### src/rtl/spd_pkg.sv
// Constants, field positions and state types of the DMA serial port.
// Assumes a 20 MHz unit clock and a 32-bit classic Wishbone master.
package spd_pkg;
   localparam int          CLK_HZ    = 20000000;
   localparam int          BAUD_DEF  = 9600;
   localparam int          DATA_W    = 8;
   localparam int          CNT_W     = 16;
   localparam int          ADR_W     = 5;
   // Register byte offsets.
   localparam logic [4:0]  OFS_CTRL  = 5'h00;
   localparam logic [4:0]  OFS_BAUD  = 5'h04;
   localparam logic [4:0]  OFS_FMT   = 5'h08;
   localparam logic [4:0]  OFS_IRQ   = 5'h0C;
   localparam logic [4:0]  OFS_STAT  = 5'h10;
   // Control register bits.
   localparam int          CTRL_TXE  = 0;
   localparam int          CTRL_RXE  = 1;
   localparam int          CTRL_TXPS = 2;
   localparam int          CTRL_RXPS = 3;
   localparam int          CTRL_W    = 4;
   // Interrupt flag bits, write one to clear.
   localparam int          IRQ_TX1   = 0;
   localparam int          IRQ_TX2   = 1;
   localparam int          IRQ_RX1   = 2;
   localparam int          IRQ_RX2   = 3;
   localparam int          IRQ_BRK   = 4;
   localparam int          IRQ_OVR   = 5;
   localparam int          IRQ_W     = 6;
   // Frame format bits: length code (data bits = code + 5), stop, parity.
   localparam int          FMT_LEN   = 0;
   localparam int          FMT_STOP2 = 2;
   localparam int          FMT_PAR   = 3;
   localparam int          FMT_ODD   = 4;
   localparam int          FMT_W     = 5;
   localparam logic [4:0]  FMT_RST   = 5'h03;
   localparam logic [2:0]  LEN_BASE  = 3'h4;
   // Baud selection holds clock cycles per bit.
   localparam logic [15:0] BAUD_RST  = 16'(CLK_HZ / BAUD_DEF);
   typedef enum logic [2:0] {SPD_IDLE, SPD_START, SPD_DATA, SPD_PAR, SPD_STOP} spd_st_t;
endpackage

### src/rtl/spd_serial_unit.sv
// Serial unit with DMA transmit and receive paths and page-boundary stops.
// Assumes synchronous rxd, a DMA controller with req/ack handshakes that
// marks boundary words, and a classic Wishbone master for the registers.
`timescale 1ns/1ns
`default_nettype none
module spd_serial_unit
(
   input  wire logic        clock,
   input  wire logic        rst,
   input  wire logic        ce,
   input  wire logic        wb_cyc_i,
   input  wire logic        wb_stb_i,
   input  wire logic        wb_we_i,
   input  wire logic [4:0]  wb_adr_i,
   input  wire logic [3:0]  wb_sel_i,
   input  wire logic [31:0] wb_dat_i,
   output var  logic [31:0] wb_dat_o,
   output var  logic        wb_ack_o,
   output var  logic        tx_dma_req,
   input  wire logic        tx_dma_ack,
   input  wire logic [7:0]  tx_dma_data,
   input  wire logic        tx_dma_page1,
   input  wire logic        tx_dma_page2,
   output var  logic        rx_dma_req,
   input  wire logic        rx_dma_ack,
   output var  logic [7:0]  rx_dma_data,
   input  wire logic        rx_dma_page1,
   input  wire logic        rx_dma_page2,
   output var  logic        txd,
   input  wire logic        rxd
);
   logic [3:0]  ctrl;
   logic [15:0] baud_sel;
   logic [4:0]  fmt;
   logic [5:0]  irq;
   logic [3:0]  next_ctrl;
   logic [15:0] next_baud_sel;
   logic [4:0]  next_fmt;
   logic [5:0]  next_irq;
   logic [5:0]  irq_set;
   logic [5:0]  irq_clr;
   logic [31:0] next_wb_dat_o;
   logic        next_wb_ack_o;
   logic        bus_req;
   logic        brk_evt;
   logic        ovr_evt;
   logic        tx_stopped;
   logic        rx_stopped;
   logic [15:0] bit_len;
   logic [2:0]  last_bit;

   // Both sides share one baud selection and one frame format.
   assign bit_len    = (baud_sel == 16'h0000) ? 16'h0000 : baud_sel - 16'h0001;
   assign last_bit   = fmt[spd_pkg::FMT_LEN +: 2] + spd_pkg::LEN_BASE;
   assign bus_req    = wb_cyc_i & wb_stb_i & ~wb_ack_o;
   assign tx_stopped = irq[spd_pkg::IRQ_TX1] | irq[spd_pkg::IRQ_TX2];
   assign rx_stopped = irq[spd_pkg::IRQ_RX1] | irq[spd_pkg::IRQ_RX2];

   logic        tx_hold_valid;
   logic [7:0]  tx_hold;
   logic        next_tx_hold_valid;
   logic [7:0]  next_tx_hold;
   logic        next_tx_dma_req;
   spd_pkg::spd_st_t tx_st;
   spd_pkg::spd_st_t next_tx_st;
   logic [15:0] tx_cnt;
   logic [15:0] next_tx_cnt;
   logic [2:0]  tx_bit;
   logic [2:0]  next_tx_bit;
   logic [7:0]  tx_sh;
   logic [7:0]  next_tx_sh;
   logic        tx_par;
   logic        next_tx_par;
   logic        next_txd;

   logic        rx_hold_valid;
   logic        next_rx_hold_valid;
   logic [7:0]  next_rx_dma_data;
   logic        next_rx_dma_req;
   spd_pkg::spd_st_t rx_st;
   spd_pkg::spd_st_t next_rx_st;
   logic [15:0] rx_cnt;
   logic [15:0] next_rx_cnt;
   logic [2:0]  rx_bit;
   logic [2:0]  next_rx_bit;
   logic [7:0]  rx_sh;
   logic [7:0]  next_rx_sh;
   logic        rx_zero;
   logic        next_rx_zero;

   // Register file and Wishbone slave.
   always_comb
   begin
      next_ctrl     = ctrl;
      next_baud_sel = baud_sel;
      next_fmt      = fmt;
      next_wb_ack_o = bus_req;
      next_wb_dat_o = 32'h00000000;
      irq_set       = 6'h00;
      irq_clr       = 6'h00;
      if (tx_dma_ack && tx_dma_req && ctrl[spd_pkg::CTRL_TXPS])
      begin
         irq_set[spd_pkg::IRQ_TX1] = tx_dma_page1 | tx_dma_page2;
         irq_set[spd_pkg::IRQ_TX2] = tx_dma_page2;
      end
      if (rx_dma_ack && rx_dma_req && ctrl[spd_pkg::CTRL_RXPS])
      begin
         irq_set[spd_pkg::IRQ_RX1] = rx_dma_page1 | rx_dma_page2;
         irq_set[spd_pkg::IRQ_RX2] = rx_dma_page2;
      end
      irq_set[spd_pkg::IRQ_BRK] = brk_evt;
      irq_set[spd_pkg::IRQ_OVR] = ovr_evt;
      if (bus_req && wb_we_i)
      begin
         // Enable writes touch only the control word; flags stay as they are.
         unique case (wb_adr_i)
            spd_pkg::OFS_CTRL:
               if (wb_sel_i[0])
                  next_ctrl = wb_dat_i[spd_pkg::CTRL_W-1:0];
            spd_pkg::OFS_BAUD:
            begin
               if (wb_sel_i[0])
                  next_baud_sel[7:0] = wb_dat_i[7:0];
               if (wb_sel_i[1])
                  next_baud_sel[15:8] = wb_dat_i[15:8];
            end
            spd_pkg::OFS_FMT:
               if (wb_sel_i[0])
                  next_fmt = wb_dat_i[spd_pkg::FMT_W-1:0];
            spd_pkg::OFS_IRQ:
               if (wb_sel_i[0])
                  irq_clr = wb_dat_i[spd_pkg::IRQ_W-1:0];
            default:
               next_ctrl = ctrl;
         endcase
      end
      if (bus_req && !wb_we_i)
      begin
         unique case (wb_adr_i)
            spd_pkg::OFS_CTRL: next_wb_dat_o[spd_pkg::CTRL_W-1:0] = ctrl;
            spd_pkg::OFS_BAUD: next_wb_dat_o[15:0] = baud_sel;
            spd_pkg::OFS_FMT:  next_wb_dat_o[spd_pkg::FMT_W-1:0] = fmt;
            spd_pkg::OFS_IRQ:  next_wb_dat_o[spd_pkg::IRQ_W-1:0] = irq;
            spd_pkg::OFS_STAT: next_wb_dat_o[3:0] = {rx_st != spd_pkg::SPD_IDLE, rx_hold_valid,
                                                     tx_st != spd_pkg::SPD_IDLE, tx_hold_valid};
            default:           next_wb_dat_o = 32'h00000000;
         endcase
      end
      // A new event in the clearing cycle keeps its flag.
      next_irq = (irq & ~irq_clr) | irq_set;
   end

   always_ff @(posedge clock or posedge rst)
   begin
      if (rst)
      begin
         ctrl     <= 4'h0;
         baud_sel <= spd_pkg::BAUD_RST;
         fmt      <= spd_pkg::FMT_RST;
         irq      <= 6'h00;
         wb_dat_o <= 32'h00000000;
         wb_ack_o <= 1'b0;
      end
      else if (ce)
      begin
         ctrl     <= next_ctrl;
         baud_sel <= next_baud_sel;
         fmt      <= next_fmt;
         irq      <= next_irq;
         wb_dat_o <= next_wb_dat_o;
         wb_ack_o <= next_wb_ack_o;
      end
   end

   // Transmit path: one holding word in front of the shift register.
   always_comb
   begin
      next_tx_hold_valid = tx_hold_valid;
      next_tx_hold       = tx_hold;
      next_tx_st         = tx_st;
      next_tx_cnt        = (tx_cnt == 16'h0000) ? bit_len : tx_cnt - 16'h0001;
      next_tx_bit        = tx_bit;
      next_tx_sh         = tx_sh;
      next_tx_par        = tx_par;
      next_txd           = txd;
      if (tx_dma_req && tx_dma_ack)
      begin
         next_tx_hold       = tx_dma_data;
         next_tx_hold_valid = 1'b1;
      end
      unique case (tx_st)
         spd_pkg::SPD_IDLE:
         begin
            next_txd = 1'b1;
            if (tx_hold_valid)
            begin
               // The held word leaves whether or not transmit is still enabled.
               next_tx_sh         = tx_hold;
               next_tx_hold_valid = 1'b0;
               next_tx_st         = spd_pkg::SPD_START;
               next_txd           = 1'b0;
               next_tx_cnt        = bit_len;
               next_tx_par        = fmt[spd_pkg::FMT_ODD];
            end
         end
         spd_pkg::SPD_START:
            if (tx_cnt == 16'h0000)
            begin
               next_txd    = tx_sh[0];
               next_tx_par = tx_par ^ tx_sh[0];
               next_tx_sh  = {1'b0, tx_sh[7:1]};
               next_tx_bit = 3'h0;
               next_tx_st  = spd_pkg::SPD_DATA;
            end
         spd_pkg::SPD_DATA:
            if (tx_cnt == 16'h0000)
            begin
               if (tx_bit == last_bit)
               begin
                  next_txd    = fmt[spd_pkg::FMT_PAR] ? tx_par : 1'b1;
                  next_tx_st  = fmt[spd_pkg::FMT_PAR] ? spd_pkg::SPD_PAR : spd_pkg::SPD_STOP;
                  next_tx_bit = 3'h0;
               end
               else
               begin
                  next_txd    = tx_sh[0];
                  next_tx_par = tx_par ^ tx_sh[0];
                  next_tx_sh  = {1'b0, tx_sh[7:1]};
                  next_tx_bit = tx_bit + 3'h1;
               end
            end
         spd_pkg::SPD_PAR:
            if (tx_cnt == 16'h0000)
            begin
               next_txd   = 1'b1;
               next_tx_st = spd_pkg::SPD_STOP;
            end
         spd_pkg::SPD_STOP:
            if (tx_cnt == 16'h0000)
            begin
               if (fmt[spd_pkg::FMT_STOP2] && tx_bit == 3'h0)
                  next_tx_bit = 3'h1;
               else
                  next_tx_st = spd_pkg::SPD_IDLE;
            end
         default:
            next_tx_st = spd_pkg::SPD_IDLE;
      endcase
      // An open request stays until acknowledged; a new one needs enable and no page stop.
      if (tx_dma_req)
         next_tx_dma_req = ~tx_dma_ack;
      else
         next_tx_dma_req = ctrl[spd_pkg::CTRL_TXE] & ~tx_hold_valid & ~tx_stopped;
   end

   always_ff @(posedge clock or posedge rst)
   begin
      if (rst)
      begin
         tx_hold_valid <= 1'b0;
         tx_hold       <= 8'h00;
         tx_dma_req    <= 1'b0;
         tx_st         <= spd_pkg::SPD_IDLE;
         tx_cnt        <= 16'h0000;
         tx_bit        <= 3'h0;
         tx_sh         <= 8'h00;
         tx_par        <= 1'b0;
         txd           <= 1'b1;
      end
      else if (ce)
      begin
         tx_hold_valid <= next_tx_hold_valid;
         tx_hold       <= next_tx_hold;
         tx_dma_req    <= next_tx_dma_req;
         tx_st         <= next_tx_st;
         tx_cnt        <= next_tx_cnt;
         tx_bit        <= next_tx_bit;
         tx_sh         <= next_tx_sh;
         tx_par        <= next_tx_par;
         txd           <= next_txd;
      end
   end

   // Receive path; reception continues through a DMA stop, so an unread word can be overwritten.
   always_comb
   begin
      next_rx_hold_valid = rx_hold_valid;
      next_rx_dma_data   = rx_dma_data;
      next_rx_st         = rx_st;
      next_rx_cnt        = (rx_cnt == 16'h0000) ? bit_len : rx_cnt - 16'h0001;
      next_rx_bit        = rx_bit;
      next_rx_sh         = rx_sh;
      next_rx_zero       = rx_zero;
      brk_evt            = 1'b0;
      ovr_evt            = 1'b0;
      if (rx_dma_req && rx_dma_ack)
         next_rx_hold_valid = 1'b0;
      unique case (rx_st)
         spd_pkg::SPD_IDLE:
            if (ctrl[spd_pkg::CTRL_RXE] && !rxd)
            begin
               next_rx_st = spd_pkg::SPD_START;
               next_rx_cnt = {1'b0, bit_len[15:1]};
            end
         spd_pkg::SPD_START:
            if (rx_cnt == 16'h0000)
            begin
               next_rx_st   = rxd ? spd_pkg::SPD_IDLE : spd_pkg::SPD_DATA;
               next_rx_bit  = 3'h0;
               next_rx_sh   = 8'h00;
               next_rx_zero = 1'b1;
            end
         spd_pkg::SPD_DATA:
            if (rx_cnt == 16'h0000)
            begin
               next_rx_sh[rx_bit] = rxd;
               next_rx_zero       = rx_zero & ~rxd;
               next_rx_bit        = rx_bit + 3'h1;
               if (rx_bit == last_bit)
                  next_rx_st = fmt[spd_pkg::FMT_PAR] ? spd_pkg::SPD_PAR : spd_pkg::SPD_STOP;
            end
         spd_pkg::SPD_PAR:
            if (rx_cnt == 16'h0000)
            begin
               next_rx_zero = rx_zero & ~rxd;
               next_rx_st   = spd_pkg::SPD_STOP;
            end
         spd_pkg::SPD_STOP:
            if (rx_cnt == 16'h0000)
            begin
               next_rx_st = spd_pkg::SPD_IDLE;
               if (!rxd)
                  brk_evt = rx_zero;
               else
               begin
                  ovr_evt            = next_rx_hold_valid;
                  next_rx_dma_data   = rx_sh;
                  next_rx_hold_valid = 1'b1;
               end
            end
         default:
            next_rx_st = spd_pkg::SPD_IDLE;
      endcase
      // Held data is offered to DMA regardless of receive enable.
      next_rx_dma_req = next_rx_hold_valid & ~rx_stopped & ~(rx_dma_req & rx_dma_ack);
   end

   always_ff @(posedge clock or posedge rst)
   begin
      if (rst)
      begin
         rx_hold_valid <= 1'b0;
         rx_dma_data   <= 8'h00;
         rx_dma_req    <= 1'b0;
         rx_st         <= spd_pkg::SPD_IDLE;
         rx_cnt        <= 16'h0000;
         rx_bit        <= 3'h0;
         rx_sh         <= 8'h00;
         rx_zero       <= 1'b0;
      end
      else if (ce)
      begin
         rx_hold_valid <= next_rx_hold_valid;
         rx_dma_data   <= next_rx_dma_data;
         rx_dma_req    <= next_rx_dma_req;
         rx_st         <= next_rx_st;
         rx_cnt        <= next_rx_cnt;
         rx_bit        <= next_rx_bit;
         rx_sh         <= next_rx_sh;
         rx_zero       <= next_rx_zero;
      end
   end
endmodule
`default_nettype wire

### config.mk
export PLATFORM = sky130hd
export DESIGN_NAME = spd_serial_unit
export DESIGN_NICKNAME = d
export VERILOG_FILES = /design/src/rtl/spd_pkg.sv /design/src/rtl/spd_serial_unit.sv
export SDC_FILE = /design/constraint.sdc
export NUM_CORES = 1
export LEC_CHECK = 0
export BUFFER_PORTS_ARGS = -buffer_cell sky130_fd_sc_hd__buf_2
export CAP_MARGIN = 15
export CORE_UTILIZATION = 27
export CTS_CLUSTER_SIZE = 14
export DETAILED_ROUTE_END_ITERATION = 8
export GPL_TIMING_DRIVEN = 0
export HOLD_SLACK_MARGIN = 0.02
export PLACE_DENSITY = 0.45
export SETUP_SLACK_MARGIN = 0.4
export SLEW_MARGIN = 20
export SYNTH_ARGS = -nofsm -noshare
export SYNTH_HDL_FRONTEND = slang
export SYNTH_SLANG_ARGS = --single-unit
export TNS_END_PERCENT = 30
### constraint.sdc
create_clock -name clock -period 8.4 [get_ports clock]
set_clock_uncertainty 0.15 [all_clocks]
set_input_delay 0.84 -clock clock [delete_from_list [all_inputs] [get_ports clock]]
set_output_delay 0.84 -clock clock [all_outputs]
set_load 0.05 [all_outputs]
==> results of run 1 <==
layout make-up:
| type | instances | area (um^2) | share of cell area |
|---|---|---|---|
| tap | 335 | 419 | 0.0479 |
| clock buffer | 20 | 447 | 0.0511 |
| sequential | 131 | 3290 | 0.376 |
| inverter | 20 | 82.6 | 0.00944 |
| timing repair buffer | 69 | 368 | 0.0421 |
| multi-input combinational | 580 | 3730 | 0.427 |
| buffer | 64 | 310 | 0.0355 |
| clock inverter | 12 | 98.8 | 0.0113 |
cell families (layout without fill, tap and decap cells):
| logic type | Yosys count | count (layout) |
|---|---|---|
| AND/OR/NAND/NOR | 286 | 286 |
| AO/OA/AOI/OAI | 180 | 180 |
| flip-flops | 131 | 131 |
| buffers and inverters | 84 | 185 |
| multiplexers | 75 | 75 |
| XOR/XNOR | 16 | 16 |
| adder cells (fa/ha/maj) | 7 | 7 |
| other | 1 | 16 |
report_power, final:
part           switching (mW)  internal [mW]
clock network           0.316          0.391
registers              0.0988          0.721
logic                   0.242          0.159
total                   0.657           1.27
cell usage in the layout, fill, tap and decap left out, drive strengths merged, types with 6 or more instances in the layout:
master     n
dfstp      7
nand2     96
nor2b      9
dfrtp    124
mux2i     20
nand4      6
ha         7
o31ai      8
nand2b     6
or4        6
clkbuf    64
a31oi     10
or3        9
nor4      14
a22o      19
nor3      35
inv       25
o2bb2ai    8
o21ai     56
mux2      55
xnor2      9
conb      16
nor2      51
xor2       7
and3       9
o211ai     9
a21oi     30
nand3     23
buf       89
final timing paths:
path	startpoint	to
setup / recovery	tx_cnt[0]	tx_sh[6]
max in group asynchronous	rst	rx_cnt[12]
min in group clock	wb_dat_o[0]	wb_dat_o[0]
hold reg to reg	wb_dat_o[0]	wb_dat_o[0]
setup reg to reg	tx_cnt[0]	tx_sh[6]
hold / removal	rst	tx_hold[2]
worst max-delay path, stage by stage (launching register included):
cell and delay [ns]:
dfrtp_1 0.39, inv_1 0.12, ha_1 0.17, nor4b_1 0.38, nand4_1 0.42, nor3_1 0.29, nor2_1 0.09, nor3_2 0.65
mux2_2 0.41
layer usage:
layer / vias up / wire length (um) / GRT usage
met5: - / 0 / 0
li1: 3024 / - / -
met3: 24 / 897 / 0.0271
met4: 0 / 316 / 0.0527
met2: 171 / 9980 / 0.247
met1: 3060 / 10600 / 0.227
sequential cells by signal, indices dropped and copies added, names as in the netlist, 3 cells and up:
| signal | cells |
|---|---|
| baud_sel | 16 |
| rx_cnt | 16 |
| tx_cnt | 16 |
| wb_dat_o | 16 |
| rx_dma_data | 8 |
| rx_sh | 8 |
| tx_hold | 8 |
| tx_sh | 8 |
| irq | 6 |
| fmt | 5 |
| ctrl | 4 |
| rx_bit | 3 |
| rx_st | 3 |
| tx_bit | 3 |
| tx_st | 3 |
==> results.cfg, run 1 <==
[clock_network]
ctsResizeCount = 0
cts_setup_buffers = 0
cts.sinks = 131
htreeDepth = 4
clk_pin_slew_ns = 0.07
hold_buffers = 0
clockBufferDepth = 2
cts_buffers = 17
root_buffer = clkbuf_16
cts_tree = yes
clkLatencyLatePin_ns = 0.42

[sta]
finalHoldViolCount = 0
setup_tns_ns = 0
finalSetupViolCount = 0
rsz0062_at_grt = no
min_period_ns = 3.18
drv_slew = 0
worst_slew_pin_slew_ns = 0.771
fin_ws_ns = 5.22
max_slew_margin = 0.483
finalCritPeriodShare = 0.379
whs_ns = 0.222
fmax_mhz = 314

[logic_synthesis]
async_reset_ff_frac = 1.00
syn_area_um2 = 7340
ys_seq_area_frac = 0.448
synthTopCellsByArea = dfrtp_1, mux2_2, nand2_1
netlist_instances = 780
synth_top_family_by_area = simple AND/OR/NAND/NOR gates
synth_warnings = 0
synth_area_per_cell_um2 = 9.41
synth-edff-count = 0
yosys.area.top_type_share = 0.423
synth.distinct_cells = 66
synth_top_flop_cell = dfrtp_1
synthMuxAreaShare = 0.112
yosys.area_share.simple = 0.194
synthXorXnorAreaFrac = 0.0191
synth-adder-area-share = 0.0119
ys_seq_elements = 131
yosysMostFrequentCell = dfrtp_1
synth_compound_area_frac = 0.163
yosysTopAreaCell = dfrtp_1
synth_common_cells = dfrtp_1, nand2_1, o21ai_0

[power]
powerDensity_nw_per_um2 = 221
max-vdd-ir-drop_v = 0.000143
power_mw = 1.93
p_leak_nw = 3.96

[placement]
place_ws_ns = 4.78
dpl_cell_area_um2 = 8200
dp_hpwl_mm = 15.5
port_buffers = 68
globalplace.congestion = 0.837
dp_cells = 1199

[route]
drc = 0
totalWireLength_mm = 21.8
vias_per_cell = 5.10
drtIter0Drc = 478
routedWlPerCell_um = 17.7
via_count = 6279
ant_nets = 0
dr.pass1.iters = 5

[setup_path]
ff2ff_path_depth = 8
path_max_fanout = 9
crit_arrival_ns = 3.35
r2r_slack_ns = 5.22
critPathLaunchType = flop
cp-end-kind = flop
critPathKind = flop to flop
cp.required_ns = 8.56

[run]
drv_cap = 0

[floorplanning]
die-area_um2 = 27900
initial_core_util = 0.279
num_rows = 59
die_w_um = 167
core_um2 = 26400
boundaryPins = 106
die-height_um = 167

[global_route]
grt_pass1_wl_mm = 34.9
antenna_found_initial = 1
grt_pass1_vias = 6022
grt_overflow = 0
grt_use_total = 0.161
grt_max_degree = 97

[cells_and_area]
area_growth_pct = 19.1
fin_area_um2 = 8740
final_nets = 952
post-route-util = 0.332
instances_no_fill = 1231
diodes = 0
layout-drive-gt1-share = 0.217
fillers = 2737

[worst_hold_path]
hold_path_class = input pin to asynchronous set/reset pin

[outcome]
status = complete, no violations
Power figures use the tool's default switching activity.
==> run 2, diff against run 1 <==
- clock period: 8.4 -> 3.1 ns (I/O delays scaled with it)
==> run 2 against run 1 <==
Sequential share of layout area shrank 3.2 points. Routed wire length up 2.2%. Global-route usage up 0.50 points. Clock power grew to 2.9 times the previous value.
==> results.cfg, run 2 (same netlist as run 1, synthesis figures left out) <==
[route]
drtIter0Drc = 376
route.met3.wl_um = 777
dr.pass1.iters = 5
vias_per_cell = 5.04
via_count = 6462
top_layer = met4
totalWireLength_mm = 22.3
ant_nets = 0
routedWlPerCell_um = 17.4
drc = 0
dr_wl_met2_mm = 10.6
wirelength_met1_mm = 10.6

[power]
powerDensity_nw_per_um2 = 575
switching_share = 0.329
p_int_mw = 3.69
power_frac_clock = 0.377
pwr-share-seq = 0.406
max-vdd-ir-drop_v = 0.000326
p_leak_nw = 4.31
p_switching_mw = 1.80
pwr-share-comb = 0.217

[global_route]
grt_max_degree = 31
antenna_found_initial = 0
grt_overflow = 0
grt_use_total = 0.166
grt_pass1_vias = 6277
grt_pass1_wl_mm = 36.0

[setup_path]
path_max_fanout = 6
critPathKind = flop to flop
cp.required_ns = 3.25
crit_arrival_ns = 2.89
critPathLaunchType = flop
cp-end-kind = flop

[placement]
dp_hpwl_mm = 16.1
dp_cells = 1202
port_buffers = 68
place_ws_ns = 0.0497
globalplace.congestion = 0.823

[cells_and_area]
layout-drive-gt1-share = 0.273
area_growth_pct = 30.1
final_cell_mix = dfrtp_1, nand2_1, buf_2, o21ai_0, mux2_2
final_nets = 1002
instances_no_fill = 1281
fillers = 2697
final_common_cell = dfrtp_1
post-route-util = 0.362
diodes = 0

[sta]
max_slew_margin = 0.424
fin_ws_ns = 0.358
min_period_ns = 2.74
whs_ns = 0.0402
finalHoldViolCount = 0
rsz0062_at_grt = yes
fmax_mhz = 365
worst_slew_pin_slew_ns = 0.852
drv_slew = 0
finalCritPeriodShare = 0.885
finalSetupViolCount = 0

[clock_network]
htreeDepth = 4
clkLatencyLatePin_ns = 0.43
clockBufferDepth = 2
cts_buffers = 17
root_buffer = clkbuf_16
clk_pin_slew_ns = 0.07
cts_tree = yes
cts.sinks = 131

[run]
drv_cap = 0

[floorplanning]
num_rows = 59
die_w_um = 167
die-height_um = 167
die-area_um2 = 27900
boundaryPins = 106
initial_core_util = 0.279
core_um2 = 26400

[outcome]
status = complete, no violations

[worst_hold_path]
hold_path_class = input pin to flop
-- run 2: cell types whose count changed in the layout (fill, tap and decap cells not counted), sizes merged --
cell         previous run  this run
dlygate4sd3             0        25
buf                    89       117
clkinv                  5         4
inv                    25        24
clkbuf                 64        61
bufinv                  0         2
-- run 2: final timing paths --
check / from / endpoint / slack, ns / cells past startpoint
worst max-delay path: rx_cnt[12] / rx_st[1] / 0.36 / 9
worst min-delay path: wb_dat_i[4] / fmt[4] / 0.04 / 3
worst max register to register: rx_cnt[12] / rx_st[1] / 0.36 / 9
worst min register to register: wb_dat_o[0] / wb_dat_o[0] / 0.34 / 1
max in group asynchronous: rst / rx_cnt[15] / 1.74 / 5
min in group asynchronous: rst / tx_hold[3] / 0.31 / 3
-- run 2: repair_timing --
action / in CTS / in global routing
pin swaps: 4 / 6
hold buffers: 25 / 0
endpoints found under the hold margin: 36 / 0
setup buffers: 6 / 16
setup endpoints to repair: 63 / 61
resized for setup: 36 / 35
-- run 2: per-stage QoR --
step / instance area, um^2 / TNS (ns) / power, mW
2_1_floorplan: 7400 / 0 / 3.01
3_3_place_gp: 8160 / -11.42 / 3.32
3_5_place_dp: 8250 / 0 / 3.33
4_1_cts: 9290 / 0 / 5.47
5_1_grt: 9550 / 0 / 5.80
6_report: 9550 / 0 / 5.49
-- run 2: area by class of cell --
| cell class | count | area, um^2 | share of cell area |
|---|---|---|---|
| sequential | 131 | 3290 | 0.344 |
| tap | 335 | 419 | 0.0439 |
| multi-input combinational | 580 | 3980 | 0.416 |
| buffer | 64 | 349 | 0.0365 |
| timing repair buffer | 119 | 848 | 0.0888 |
| clock inverter | 12 | 146 | 0.0153 |
| inverter | 20 | 78.8 | 0.00825 |
| clock buffer | 20 | 447 | 0.0468 |
-- run 2: critical path, cell delays in order (launching register included) --
cell and delay [ns]:
dfrtp_1 0.37, or3_1 0.38, buf_6 0.13, or4_4 0.41, buf_6 0.14, or2_1 0.21
buf_6 0.14, a311o_1 0.43, mux2i_1 0.17, o31ai_1 0.09
-- run 2: power by group through the flow --
stage,logic [mW],registers [mW],clock network (mW)
after detailed placement,1.09,2.24,0
final,1.19,2.23,2.07
after global placement,1.07,2.25,0
after floorplan,0.802,2.21,0
after CTS,1.13,2.21,2.12
after global routing,1.33,2.27,2.20
-- run 2: metal layers --
metal | track usage | vias to the layer above
met5 | 0 | -
li1 | - | 3129
met1 | 0.227 | 3166
met4 | 0.0588 | 0
met2 | 0.263 | 142
met3 | 0.0273 | 25
